## src/rtl/sddc_pkg.sv

```systemverilog
// package: register map, field positions, reset values and timing for the supply monitor control
package sddc_pkg;
	// ------------------------------------------------------------
	// register offsets
	// ------------------------------------------------------------
	localparam logic [3:0] SDDC_OFF_CONTROL = 4'h0; // supply_monitor_control
	localparam logic [3:0] SDDC_OFF_STATUS = 4'h1; // sticky event status, read clears
	localparam logic [3:0] SDDC_OFF_MASK = 4'h2; // event mask, same layout as status
	localparam logic [3:0] SDDC_OFF_IRQCTL = 4'h3; // int enable and global enable
	// ------------------------------------------------------------
	// control register fields
	// ------------------------------------------------------------
	localparam int SDDC_BIT_STABLE = 5;
	localparam int SDDC_BIT_PWR_EN = 4;
	localparam int SDDC_LVL_MSB = 3;
	localparam logic [3:0] SDDC_LVL_RESERVED = 4'h0;
	localparam logic [3:0] SDDC_LVL_EXTERNAL = 4'hf;
	localparam logic [3:0] SDDC_LVL_RESET = 4'h5;
	localparam logic [7:0] SDDC_CTRL_WMASK = 8'h1f;
	// ------------------------------------------------------------
	// status / mask fields and irq control fields
	// ------------------------------------------------------------
	localparam int SDDC_EV_TRIP = 0; // low-supply trip seen
	localparam int SDDC_EV_STABLE = 1; // reference became stable
	localparam int SDDC_EV_WIDTH = 2;
	localparam int SDDC_BIT_INT_EN = 0; // low_supply_int_enable
	localparam int SDDC_BIT_GIE = 1; // global_int_enable
	localparam int SDDC_BIT_INT_FLAG = 2; // low_supply_int_flag, write 1 clears
	// ------------------------------------------------------------
	// timing
	// ------------------------------------------------------------
	localparam int SDDC_CLK_HZ = 25000000;
	localparam int SDDC_SETTLE_US = 20; // stabilization interval, plain default
	localparam int SDDC_SETTLE_CYC = (SDDC_SETTLE_US * (SDDC_CLK_HZ / 1000000) < 1) ? 1 :
		SDDC_SETTLE_US * (SDDC_CLK_HZ / 1000000);
	localparam int SDDC_CNT_W = 16;
	// ------------------------------------------------------------
	// settle sequencer states
	// ------------------------------------------------------------
	typedef enum logic [1:0] {SDDC_OFF, SDDC_SETTLING, SDDC_READY} sddc_state_t;
endpackage

```

## src/rtl/sddc_top.sv

```systemverilog
// module: control and status logic of the on-chip low-supply detector
//
// Contract
// - stable flag is read-only control bit 5
// - power enable bit powers the monitor
// - decode level: 0 reserved, 1-14 taps, 15 external
// - spurious flag during settle; software clears it; the code counts no trip before SDDC_READY, so no flag is raised while settling
// - every enable passes a stabilization interval
// - supply below trip sets interrupt flag
// - code 15 routes external input to comparator
// - monitor runs in sleep; trip wakes device
// - reset returns control register, monitor off
//
// The address-and-strobe port and the register addresses were left to the implementer.
module sddc_top #(
	parameter int SETTLE_CYC = sddc_pkg::SDDC_SETTLE_CYC
) (
	input wire logic i_clk,
	input wire logic i_resetn,
	input wire logic [3:0] i_addr,
	input wire logic [7:0] i_wdata,
	input wire logic i_wr,
	input wire logic i_rd,
	input wire logic i_cmp_trip,
	input wire logic i_sleep,
	output logic [7:0] o_rdata,
	output logic o_mon_power,
	output logic [13:0] o_tap_sel,
	output logic o_ext_sel,
	output logic o_cpu_int,
	output logic o_wake,
	output logic o_irq
);
	import sddc_pkg::*;

	// ------------------------------------------------------------
	// registers and state
	// ------------------------------------------------------------
	logic [3:0] level_reg;
	logic pwr_en_reg;
	logic stable_reg;
	logic int_flag_reg;
	logic int_en_reg;
	logic gie_reg;
	logic [SDDC_EV_WIDTH-1:0] status_reg;
	logic [SDDC_EV_WIDTH-1:0] mask_reg;
	sddc_state_t state_reg;
	sddc_state_t state_next;
	logic settle_done;
	logic level_valid;

	// ------------------------------------------------------------
	// address decode
	// ------------------------------------------------------------
	wire wr_ctrl = i_wr && (i_addr == SDDC_OFF_CONTROL);
	wire wr_mask = i_wr && (i_addr == SDDC_OFF_MASK);
	wire wr_irqc = i_wr && (i_addr == SDDC_OFF_IRQCTL);
	wire rd_stat = i_rd && (i_addr == SDDC_OFF_STATUS);
	wire [7:0] wdata_ctrl = i_wdata & SDDC_CTRL_WMASK;
	wire en_rise = wr_ctrl && wdata_ctrl[SDDC_BIT_PWR_EN] && !pwr_en_reg;
	wire en_fall = wr_ctrl && !wdata_ctrl[SDDC_BIT_PWR_EN];

	// a trip only counts once the reference is stable and a level is legal
	wire trip_event = state_reg == SDDC_READY && i_cmp_trip && level_valid;
	wire stable_event = settle_done;
	wire [SDDC_EV_WIDTH-1:0] ev_vec = {stable_event, trip_event};
	wire clr_flag = wr_irqc && i_wdata[SDDC_BIT_INT_FLAG];

	// ------------------------------------------------------------
	// read mux
	// ------------------------------------------------------------
	wire [7:0] ctrl_view = {2'b00, stable_reg, pwr_en_reg, level_reg};
	wire [7:0] stat_view = {{(8-SDDC_EV_WIDTH){1'b0}}, status_reg};
	wire [7:0] mask_view = {{(8-SDDC_EV_WIDTH){1'b0}}, mask_reg};
	wire [7:0] irqc_view = {5'b00000, int_flag_reg, gie_reg, int_en_reg};
	wire [7:0] rd_mux = (i_addr == SDDC_OFF_CONTROL) ? ctrl_view :
		(i_addr == SDDC_OFF_STATUS) ? stat_view :
		(i_addr == SDDC_OFF_MASK) ? mask_view :
		(i_addr == SDDC_OFF_IRQCTL) ? irqc_view : 8'h00;

	// ------------------------------------------------------------
	// helpers
	// ------------------------------------------------------------
	sddc_settle_timer #(
		.CNT_W(SDDC_CNT_W)
	) sddc_settle_timer_i (
		.i_clk(i_clk),
		.i_resetn(i_resetn),
		.i_start(en_rise),
		.i_abort(en_fall),
		.i_count(SDDC_CNT_W'(SETTLE_CYC)),
		.o_done(settle_done)
	);

	sddc_level_decode sddc_level_decode_i (
		.i_clk(i_clk),
		.i_resetn(i_resetn),
		.i_level(level_reg),
		.o_tap_sel(o_tap_sel),
		.o_ext_sel(o_ext_sel),
		.o_level_valid(level_valid)
	);

	// ------------------------------------------------------------
	// settle sequencer
	// ------------------------------------------------------------
	always_comb begin
		state_next = state_reg;
		unique case (state_reg)
			SDDC_OFF: begin
				if (en_rise) state_next = SDDC_SETTLING;
			end
			SDDC_SETTLING: begin
				if (en_fall) state_next = SDDC_OFF;
				else if (settle_done) state_next = SDDC_READY;
			end
			SDDC_READY: begin
				if (en_fall) state_next = SDDC_OFF;
			end
		endcase
	end

	// control register; reset turns the monitor off
	always_ff @(posedge i_clk) begin
		if (!i_resetn) begin
			level_reg <= SDDC_LVL_RESET;
			pwr_en_reg <= 1'b0;
			state_reg <= SDDC_OFF;
		end else begin
			state_reg <= state_next;
			if (wr_ctrl) begin
				level_reg <= wdata_ctrl[SDDC_LVL_MSB:0];
				pwr_en_reg <= wdata_ctrl[SDDC_BIT_PWR_EN];
			end
		end
	end

	// stable flag follows the sequencer, never set while disabled
	always_ff @(posedge i_clk) begin
		if (!i_resetn) begin
			stable_reg <= 1'b0;
		end else begin
			stable_reg <= (state_next == SDDC_READY);
		end
	end

	// interrupt flag: hardware set beats a software clear in the same cycle
	always_ff @(posedge i_clk) begin
		if (!i_resetn) begin
			int_flag_reg <= 1'b0;
			int_en_reg <= 1'b0;
			gie_reg <= 1'b0;
		end else begin
			if (trip_event) int_flag_reg <= 1'b1;
			else if (clr_flag) int_flag_reg <= 1'b0;
			if (wr_irqc) begin
				int_en_reg <= i_wdata[SDDC_BIT_INT_EN];
				gie_reg <= i_wdata[SDDC_BIT_GIE];
			end
		end
	end

	// sticky status, read clears; new events win over the clear
	always_ff @(posedge i_clk) begin
		if (!i_resetn) begin
			status_reg <= '0;
			mask_reg <= '0;
		end else begin
			status_reg <= (rd_stat ? '0 : status_reg) | ev_vec;
			if (wr_mask) mask_reg <= i_wdata[SDDC_EV_WIDTH-1:0];
		end
	end

	// ------------------------------------------------------------
	// outputs, all registered
	// ------------------------------------------------------------
	wire flag_next = trip_event || (int_flag_reg && !clr_flag);
	always_ff @(posedge i_clk) begin
		if (!i_resetn) begin
			o_rdata <= 8'h00;
			o_mon_power <= 1'b0;
			o_cpu_int <= 1'b0;
			o_wake <= 1'b0;
			o_irq <= 1'b0;
		end else begin
			o_rdata <= i_rd ? rd_mux : 8'h00;
			o_mon_power <= (state_next != SDDC_OFF);
			o_cpu_int <= flag_next && int_en_reg && gie_reg;
			// wake does not need the global enable; sleep keeps the monitor alive
			o_wake <= i_sleep && flag_next && int_en_reg;
			o_irq <= |(((rd_stat ? '0 : status_reg) | ev_vec) & mask_reg);
		end
	end

	// ------------------------------------------------------------
	// checks
	// ------------------------------------------------------------
	a_stable_off_clear: assert property (@(posedge i_clk) disable iff (!i_resetn)
		!o_mon_power |-> !stable_reg) else $error("stable flag set while off");
	a_stable_after_settle: assert property (@(posedge i_clk) disable iff (!i_resetn)
		en_rise |=> !stable_reg [*2]) else $error("stable flag too early");
	a_power_follows_en: assert property (@(posedge i_clk) disable iff (!i_resetn)
		wr_ctrl |=> o_mon_power == $past(wdata_ctrl[SDDC_BIT_PWR_EN]))
		else $error("power does not follow enable");
	a_trip_sets_flag: assert property (@(posedge i_clk) disable iff (!i_resetn)
		trip_event |=> int_flag_reg) else $error("trip lost");
	a_clear_flag: assert property (@(posedge i_clk) disable iff (!i_resetn)
		clr_flag && !trip_event |=> !int_flag_reg) else $error("flag not cleared");
	a_high_bits_zero: assert property (@(posedge i_clk) disable iff (!i_resetn)
		$past(i_rd) && $past(i_addr) == SDDC_OFF_CONTROL |-> o_rdata[7:6] == 2'b00)
		else $error("reserved bits nonzero");
	a_ext_select: assert property (@(posedge i_clk) disable iff (!i_resetn)
		level_reg == SDDC_LVL_EXTERNAL |=> o_ext_sel && o_tap_sel == 14'h0000)
		else $error("external source not routed");
	a_reset_off: assert property (@(posedge i_clk)
		!i_resetn |=> !pwr_en_reg && !o_mon_power) else $error("reset left monitor on");
	a_wake_sleep: assert property (@(posedge i_clk) disable iff (!i_resetn)
		i_sleep && trip_event && int_en_reg |=> o_wake) else $error("no wake on trip");
	a_stable_read: assert property (@(posedge i_clk) disable iff (!i_resetn)
		$past(i_rd) && $past(i_addr) == SDDC_OFF_CONTROL |-> o_rdata[5] == $past(stable_reg))
		else $error("stable bit read wrong");
	a_level_decode: assert property (@(posedge i_clk) disable iff (!i_resetn)
		level_reg == 4'h3 |=> o_tap_sel == 14'h0004 && level_valid)
		else $error("tap decode wrong");
endmodule

```

## src/rtl/sddc_settle_timer.sv

```systemverilog
// module: down counter that measures the stabilization interval after an enable
module sddc_settle_timer #(
	parameter int CNT_W = 16
) (
	input wire logic i_clk,
	input wire logic i_resetn,
	input wire logic i_start,
	input wire logic i_abort,
	input wire logic [CNT_W-1:0] i_count,
	output logic o_done
);
	import sddc_pkg::*;
	logic [CNT_W-1:0] cnt_reg;
	logic run_reg;
	wire last_tick = run_reg && (cnt_reg == {{(CNT_W-1){1'b0}}, 1'b1});
	// restart on every enable; abort on disable so a stale count never finishes
	always_ff @(posedge i_clk) begin
		if (!i_resetn || i_abort) begin
			cnt_reg <= '0;
			run_reg <= 1'b0;
			o_done <= 1'b0;
		end else if (i_start) begin
			cnt_reg <= i_count;
			run_reg <= 1'b1;
			o_done <= 1'b0;
		end else begin
			o_done <= last_tick;
			if (run_reg) begin
				cnt_reg <= cnt_reg - 1'b1;
			end
			if (last_tick) begin
				run_reg <= 1'b0;
			end
		end
	end
endmodule

```

## src/rtl/sddc_level_decode.sv

```systemverilog
// module: decodes the trip-level select into a one-hot tap select and a source select
module sddc_level_decode (
	input wire logic i_clk,
	input wire logic i_resetn,
	input wire logic [3:0] i_level,
	output logic [13:0] o_tap_sel,
	output logic o_ext_sel,
	output logic o_level_valid
);
	import sddc_pkg::*;
	wire is_ext = (i_level == SDDC_LVL_EXTERNAL);
	wire is_rsv = (i_level == SDDC_LVL_RESERVED);
	logic [13:0] tap_next;
	// codes 1..14 each light one internal tap
	genvar g;
	generate
		for (g = 0; g < 14; g++) begin : gen_tap
			assign tap_next[g] = (i_level == 4'(g + 1));
		end
	endgenerate
	// registered so the analog mux sees glitch-free selects
	always_ff @(posedge i_clk) begin
		if (!i_resetn) begin
			o_tap_sel <= '0;
			o_ext_sel <= 1'b0;
			o_level_valid <= 1'b0;
		end else begin
			o_tap_sel <= tap_next;
			o_ext_sel <= is_ext;
			o_level_valid <= !is_rsv;
		end
	end
endmodule

```

## config.mk

```make
export PLATFORM = sky130hd
export DESIGN_NAME = sddc_top
export DESIGN_NICKNAME = d
export VERILOG_FILES = /design/src/rtl/sddc_pkg.sv /design/src/rtl/sddc_top.sv /design/src/rtl/sddc_settle_timer.sv /design/src/rtl/sddc_level_decode.sv
export SDC_FILE = /design/constraint.sdc
export NUM_CORES = 1
export LEC_CHECK = 0
export BUFFER_PORTS_ARGS = -buffer_cell sky130_fd_sc_hd__buf_2
export CORE_MARGIN = 3
export CORE_UTILIZATION = 40
export DETAILED_ROUTE_END_ITERATION = 6
export PLACE_DENSITY_LB_ADDON = 0.2
export SLEW_MARGIN = 20
export SYNTH_ARGS = -nofsm -noshare
export SYNTH_HDL_FRONTEND = slang
export SYNTH_SLANG_ARGS = --single-unit
```

## constraint.sdc

```tcl
create_clock -name i_clk -period 2.2 [get_ports i_clk]
set_clock_uncertainty 0.1 [all_clocks]
set_input_delay 0.22 -clock i_clk [delete_from_list [all_inputs] [get_ports i_clk]]
set_output_delay 0.22 -clock i_clk [all_outputs]
set_load 0.02 [all_outputs]
```

# After elaboration in Yosys (flattened, before gate mapping)

Index checks and enable logic that the tools add are counted.
Widths: inputs -> output; s select.

Bits in registers: 61
Input bits: 18
Output and inout bits: 27

$add $sub $neg: 1
Equality and inequality tests: 22
Muxes and demuxes: 16
Bitwise operators: 4
Reductions and logical operators: 34

Operator list:

| kind                  | count |
|---|---|
| $eq 4x4->1 const B    | 8 |
| $mux 9                | 2 |
| $eq 16x1->1 const B   | 1 |
| $eq 4x2->1 const B    | 4 |
| $eq 4x3->1 const B    | 4 |
| $logic_and 1x1->1     | 16 |
| $sub 16x1->16 const B | 1 |
| $mux 2                | 5 |
| $mux 3                | 3 |
| $eq 4x1->1 const B    | 2 |
| $logic_not 4->1       | 2 |
| $reduce_bool 2->1     | 4 |
| $mux 6                | 1 |
| $pmux 2 s3            | 1 |
| $logic_not 1->1       | 5 |
| $reduce_or 5->1       | 1 |
| $eq 2x2->1 const B    | 2 |
| $mux 1                | 4 |
| $reduce_or 2->1       | 2 |
| $and 2x2->2           | 1 |
| $eq 2x1->1 const B    | 1 |
| $logic_not 2->1       | 1 |
| $logic_or 1x1->1      | 2 |
| $not 1->1             | 2 |
| 2 further kinds       | 2 |

# Longest topological paths before layout

Word-level depth: 8
Mapped depth: 7
Gate-level depth less buffers: 6

# Modules after synthesis

A second synthesis with hierarchy kept.

Cells, all modules: 275
Area, all modules: 2512.4 um^2

By module, submodules not included:

| module            | times used | cells an instance | area each (um^2) |
|---|---|---|---|
| sddc_top          | 1          | 125               | 1132.3 |
| sddc_settle_timer | 1          | 111               | 942.2 |
| sddc_level_decode | 1          | 39                | 437.9 |

# Worst setup path after synthesis

No wires, ideal clock.

Path kind: register to register
Start: register sddc_settle_timer_i.cnt_reg[5]
End: register sddc_settle_timer_i.cnt_reg[14]
Arrival: 1384 ps
Data required time: 2034 ps
Slack: 649 ps
Cell stages (with the launch flop): 5
Buffers on the path: 0
Period minus slack after synthesis: 1551 ps
Path through: dfxtp_1 > nor4_4 > nand2_2 > or4_4 > a21oi_2

Cells in the longest elaborated chain, start to end: 1

Ends and longest elaborated chain:

| element                | line                    | text |
|---|---|---|
| from (decl)            | sddc_settle_timer.sv:13 | `logic [CNT_W-1:0] cnt_reg;` |
| from (signal assigned) | sddc_settle_timer.sv:23 | `cnt_reg <= i_count;` |
| from (signal assigned) | sddc_settle_timer.sv:29 | `cnt_reg <= cnt_reg - 1'b1;` |
| $sub 16x1->16          | sddc_settle_timer.sv:29 |  |

No other way between the ends.
A chain may end at the register's enable or synchronous reset.

==> impl_metrics.toml <==
[floorplanning]
rows = 27
pin_count = 45
die_area_um2 = 6840
die_h_um = 82.7
fp.coreArea_um2 = 5610
initial_core_util = 0.420
die_w_um = 82.7

[grt]
antenna_found_initial = 0
grt_max_degree = 21
grt-ovfl-total = 0
track_usage = 0.153
grt_first_pass_wirelength_um = 7740
grt_pass1_vias = 1670

[finish]
layout_common_cells = "dfxtp_1 (59), buf_2 (39), nor2_1 (29), nand2_1 (15)"
nets = 302
area_delta_synth_final_pct = 20.0
drive_above_1_share = 0.242
diodes = 0
register_area_um2 = 1180
mostFrequentLayoutCell = "dfxtp_1"
multi_input_area_um2 = 1090
largest_reg_flops = 16
fill_cells = 548
finish.cell_count_without_fillers = 357

[drt]
avgViaCountPerCell = 4.96
dr.max_layer_used = "met4"
wl_met2_um = 2060
wl_met1_um = 2190
routed_wl_um = 4580
remaining_drc_errors = 0
dr.first_iter.drc_count = 72
drt_pass1_iterations = 4
antenna_left = 0
dr_total_vias = 1771
wl_met3_um = 205
post_drt_wl_per_cell_um = 12.8

[cts]
cts_setup_buffers = 0
cts_tree = "built"
clk_latency_ns = 0.33
clkTransAtPathRegs_ns = 0.06
clockBufferDepth = 2
cts-root-buf = "clkbuf_8"
numCtsBuffers = 9
cts.sinks = 59
htreeDepth = 3
cts_hold_buf = 0
cts-resized-gates = 0

[status]
status = "finished clean"

[pwr]
p_leak_uw = 0.00114
powerDensity_nw_per_um2 = 817
vdd_ir_drop_max_uv = 395

[critical_path]
cp_num_buf_inv = 0
required_ns = 2.36
cp-start-kind = "flip-flop"
slowest_delay_ns = 0.49
worst-setup-path-type = "flip-flop to flip-flop"
cp_top_family = "simple AND/OR/NAND/NOR gates"
path_cells = "nor4b_4 -> nand2_2 -> or3_1 -> a21oi_1"
cp_num_cells = 4
crit_fanout = 9
cp.arrival_ns = 1.89
slowest_stage = "dfxtp_1"
end_kind = "flip-flop"
r2r_cells = 4

[timing]
timing.final.crit_period_ns = 1.73
rsz0062_at_grt = "no"
finalHoldViolCount = 0
setup_violations = 0
finalWorstSetupSlack_ns = 0.471
fin_crit_sh = 0.786
tns_ns = 0
fmax_ghz = 0.578
finalMaxSlewViolations = 0

[logic_synthesis]
syn_avg_cell_area_um2 = 9.89
synth_async_sr_flop_share = 0
synth-simple-area-share = 0.257
muxShareOfSynthArea = 0.0531
synth_top_family_by_area = "simple AND/OR/NAND/NOR gates"
synth.top_cells.by_area = "dfxtp_1 (50%), nor2_1 (4.6%), mux2i_1 (3.4%)"
synth_top_area_share = 0.502
synthesis.area_um2 = 2350
ys_ff_latch = 59
ys_types = 49
synth-edff-count = 0
netlist_instances = 238
synth_ff_type = "dfxtp_1"
synth-compound-area-share = 0.0930
yosysSeqAreaShare = 0.502
synth_fa_ha_area_frac = 0.0213
synthXorXnorAreaFrac = 0.0372
yosysWarnings = 0
yosysTopAreaCell = "dfxtp_1"

[placement]
dp_slack_ns = 0.482
place_inst = 341
place.port_buffers = 39
place.gp.congestion = 0.780
place_hpwl_um = 3310

[flow_run]
maxCapViolations = 0

[worst_hold_path]
hold_depth = 3
hp-class = "input port to flip-flop"
-- cell type report --
cell class	instances	area share
Multi-Input combinational cell	163	0.388
Inverter	6	0.00797
Timing Repair Buffer	41	0.0744
Tap cell	72	0.0319
Clock inverter	6	0.0314
Sequential cell	59	0.418
Clock buffer	10	0.0487
-- report_power, final --
part | internal (uW) | switching (uW) | total (uW)
combinational | 45.4 | 66.6 | 112
clock | 668 | 435 | 1100
sequential | 1080 | 12.9 | 1090
-- through the flow --
step / hold slack (ns) / instance area (um^2) / utilization / power, uW
global route: 0.0413 / 2830 / 0.504 / 2400
floorplan: 0.248 / 2360 / - / 1200
finish: 0.0342 / 2830 / 0.504 / 2310
global placement: 0.346 / 2600 / 0.463 / 1230
detailed placement: 0.347 / 2600 / 0.463 / 1230
CTS: 0.0299 / 2830 / 0.504 / 2330
-- worst min-delay path, delay by kind of cell --
kind | cells | cell delay (ns)
muxes | 1 | 0.06
and+or+nand+nor | 1 | 0.06
buffers and inverters | 1 | 0.09
-- logic make-up (layout without fill, tap and decap cells) --
| group | Yosys count | in the layout |
|---|---|---|
| flip-flops | 59 | 59 |
| buffers and inverters | 17 | 63 |
| AO/OA/AOI/OAI | 33 | 33 |
| adder cells (fa/ha/maj) | 4 | 4 |
| AND/OR/NAND/NOR | 104 | 104 |
| multiplexers | 10 | 10 |
| XOR/XNOR | 10 | 10 |
| other | 1 | 2 |
-- cells in the mapped netlist, types with 2 or more instances --
library cell,n
a21oi_1,12
clkbuf_1,4
and4_1,2
nor4b_1,2
a31oi_1,2
xor2_1,5
and2_1,6
nand3b_1,2
mux2i_1,8
nand3_1,10
dfxtp_1,59
o31ai_1,3
buf_2,3
buf_4,4
or3_1,2
nor2_1,29
nand2_2,2
nand4_1,2
ha_1,4
xnor2_1,5
o21ai_0,5
nor2b_1,12
inv_1,6
mux4_2,2
nand4b_1,3
nand2b_1,2
nor3_1,6
nand2_1,15
-- worst paths after layout --
| path | start | end | slack, ns |
|---|---|---|---|
| setup reg to reg | sddc_settle_timer_i.run_reg | sddc_settle_timer_i.cnt_reg[15] | 0.47 |
| hold / removal | i_wdata[2] | level_reg[2] | 0.03 |
| setup / recovery | sddc_settle_timer_i.run_reg | sddc_settle_timer_i.cnt_reg[15] | 0.47 |
| hold reg to reg | stable_reg | o_rdata[5] | 0.36 |
-- metal layers --
| layer | global-route usage | vias to the layer above |
|---|---|---|
| li1 | - | 914 |
| met1 | 0.201 | 809 |
| met2 | 0.219 | 36 |
| met3 | 0.0445 | 12 |
| met4 | 0.0915 | 0 |
| met5 | 0 | - |
No activity file was read; power rests on OpenSTA's default activity.
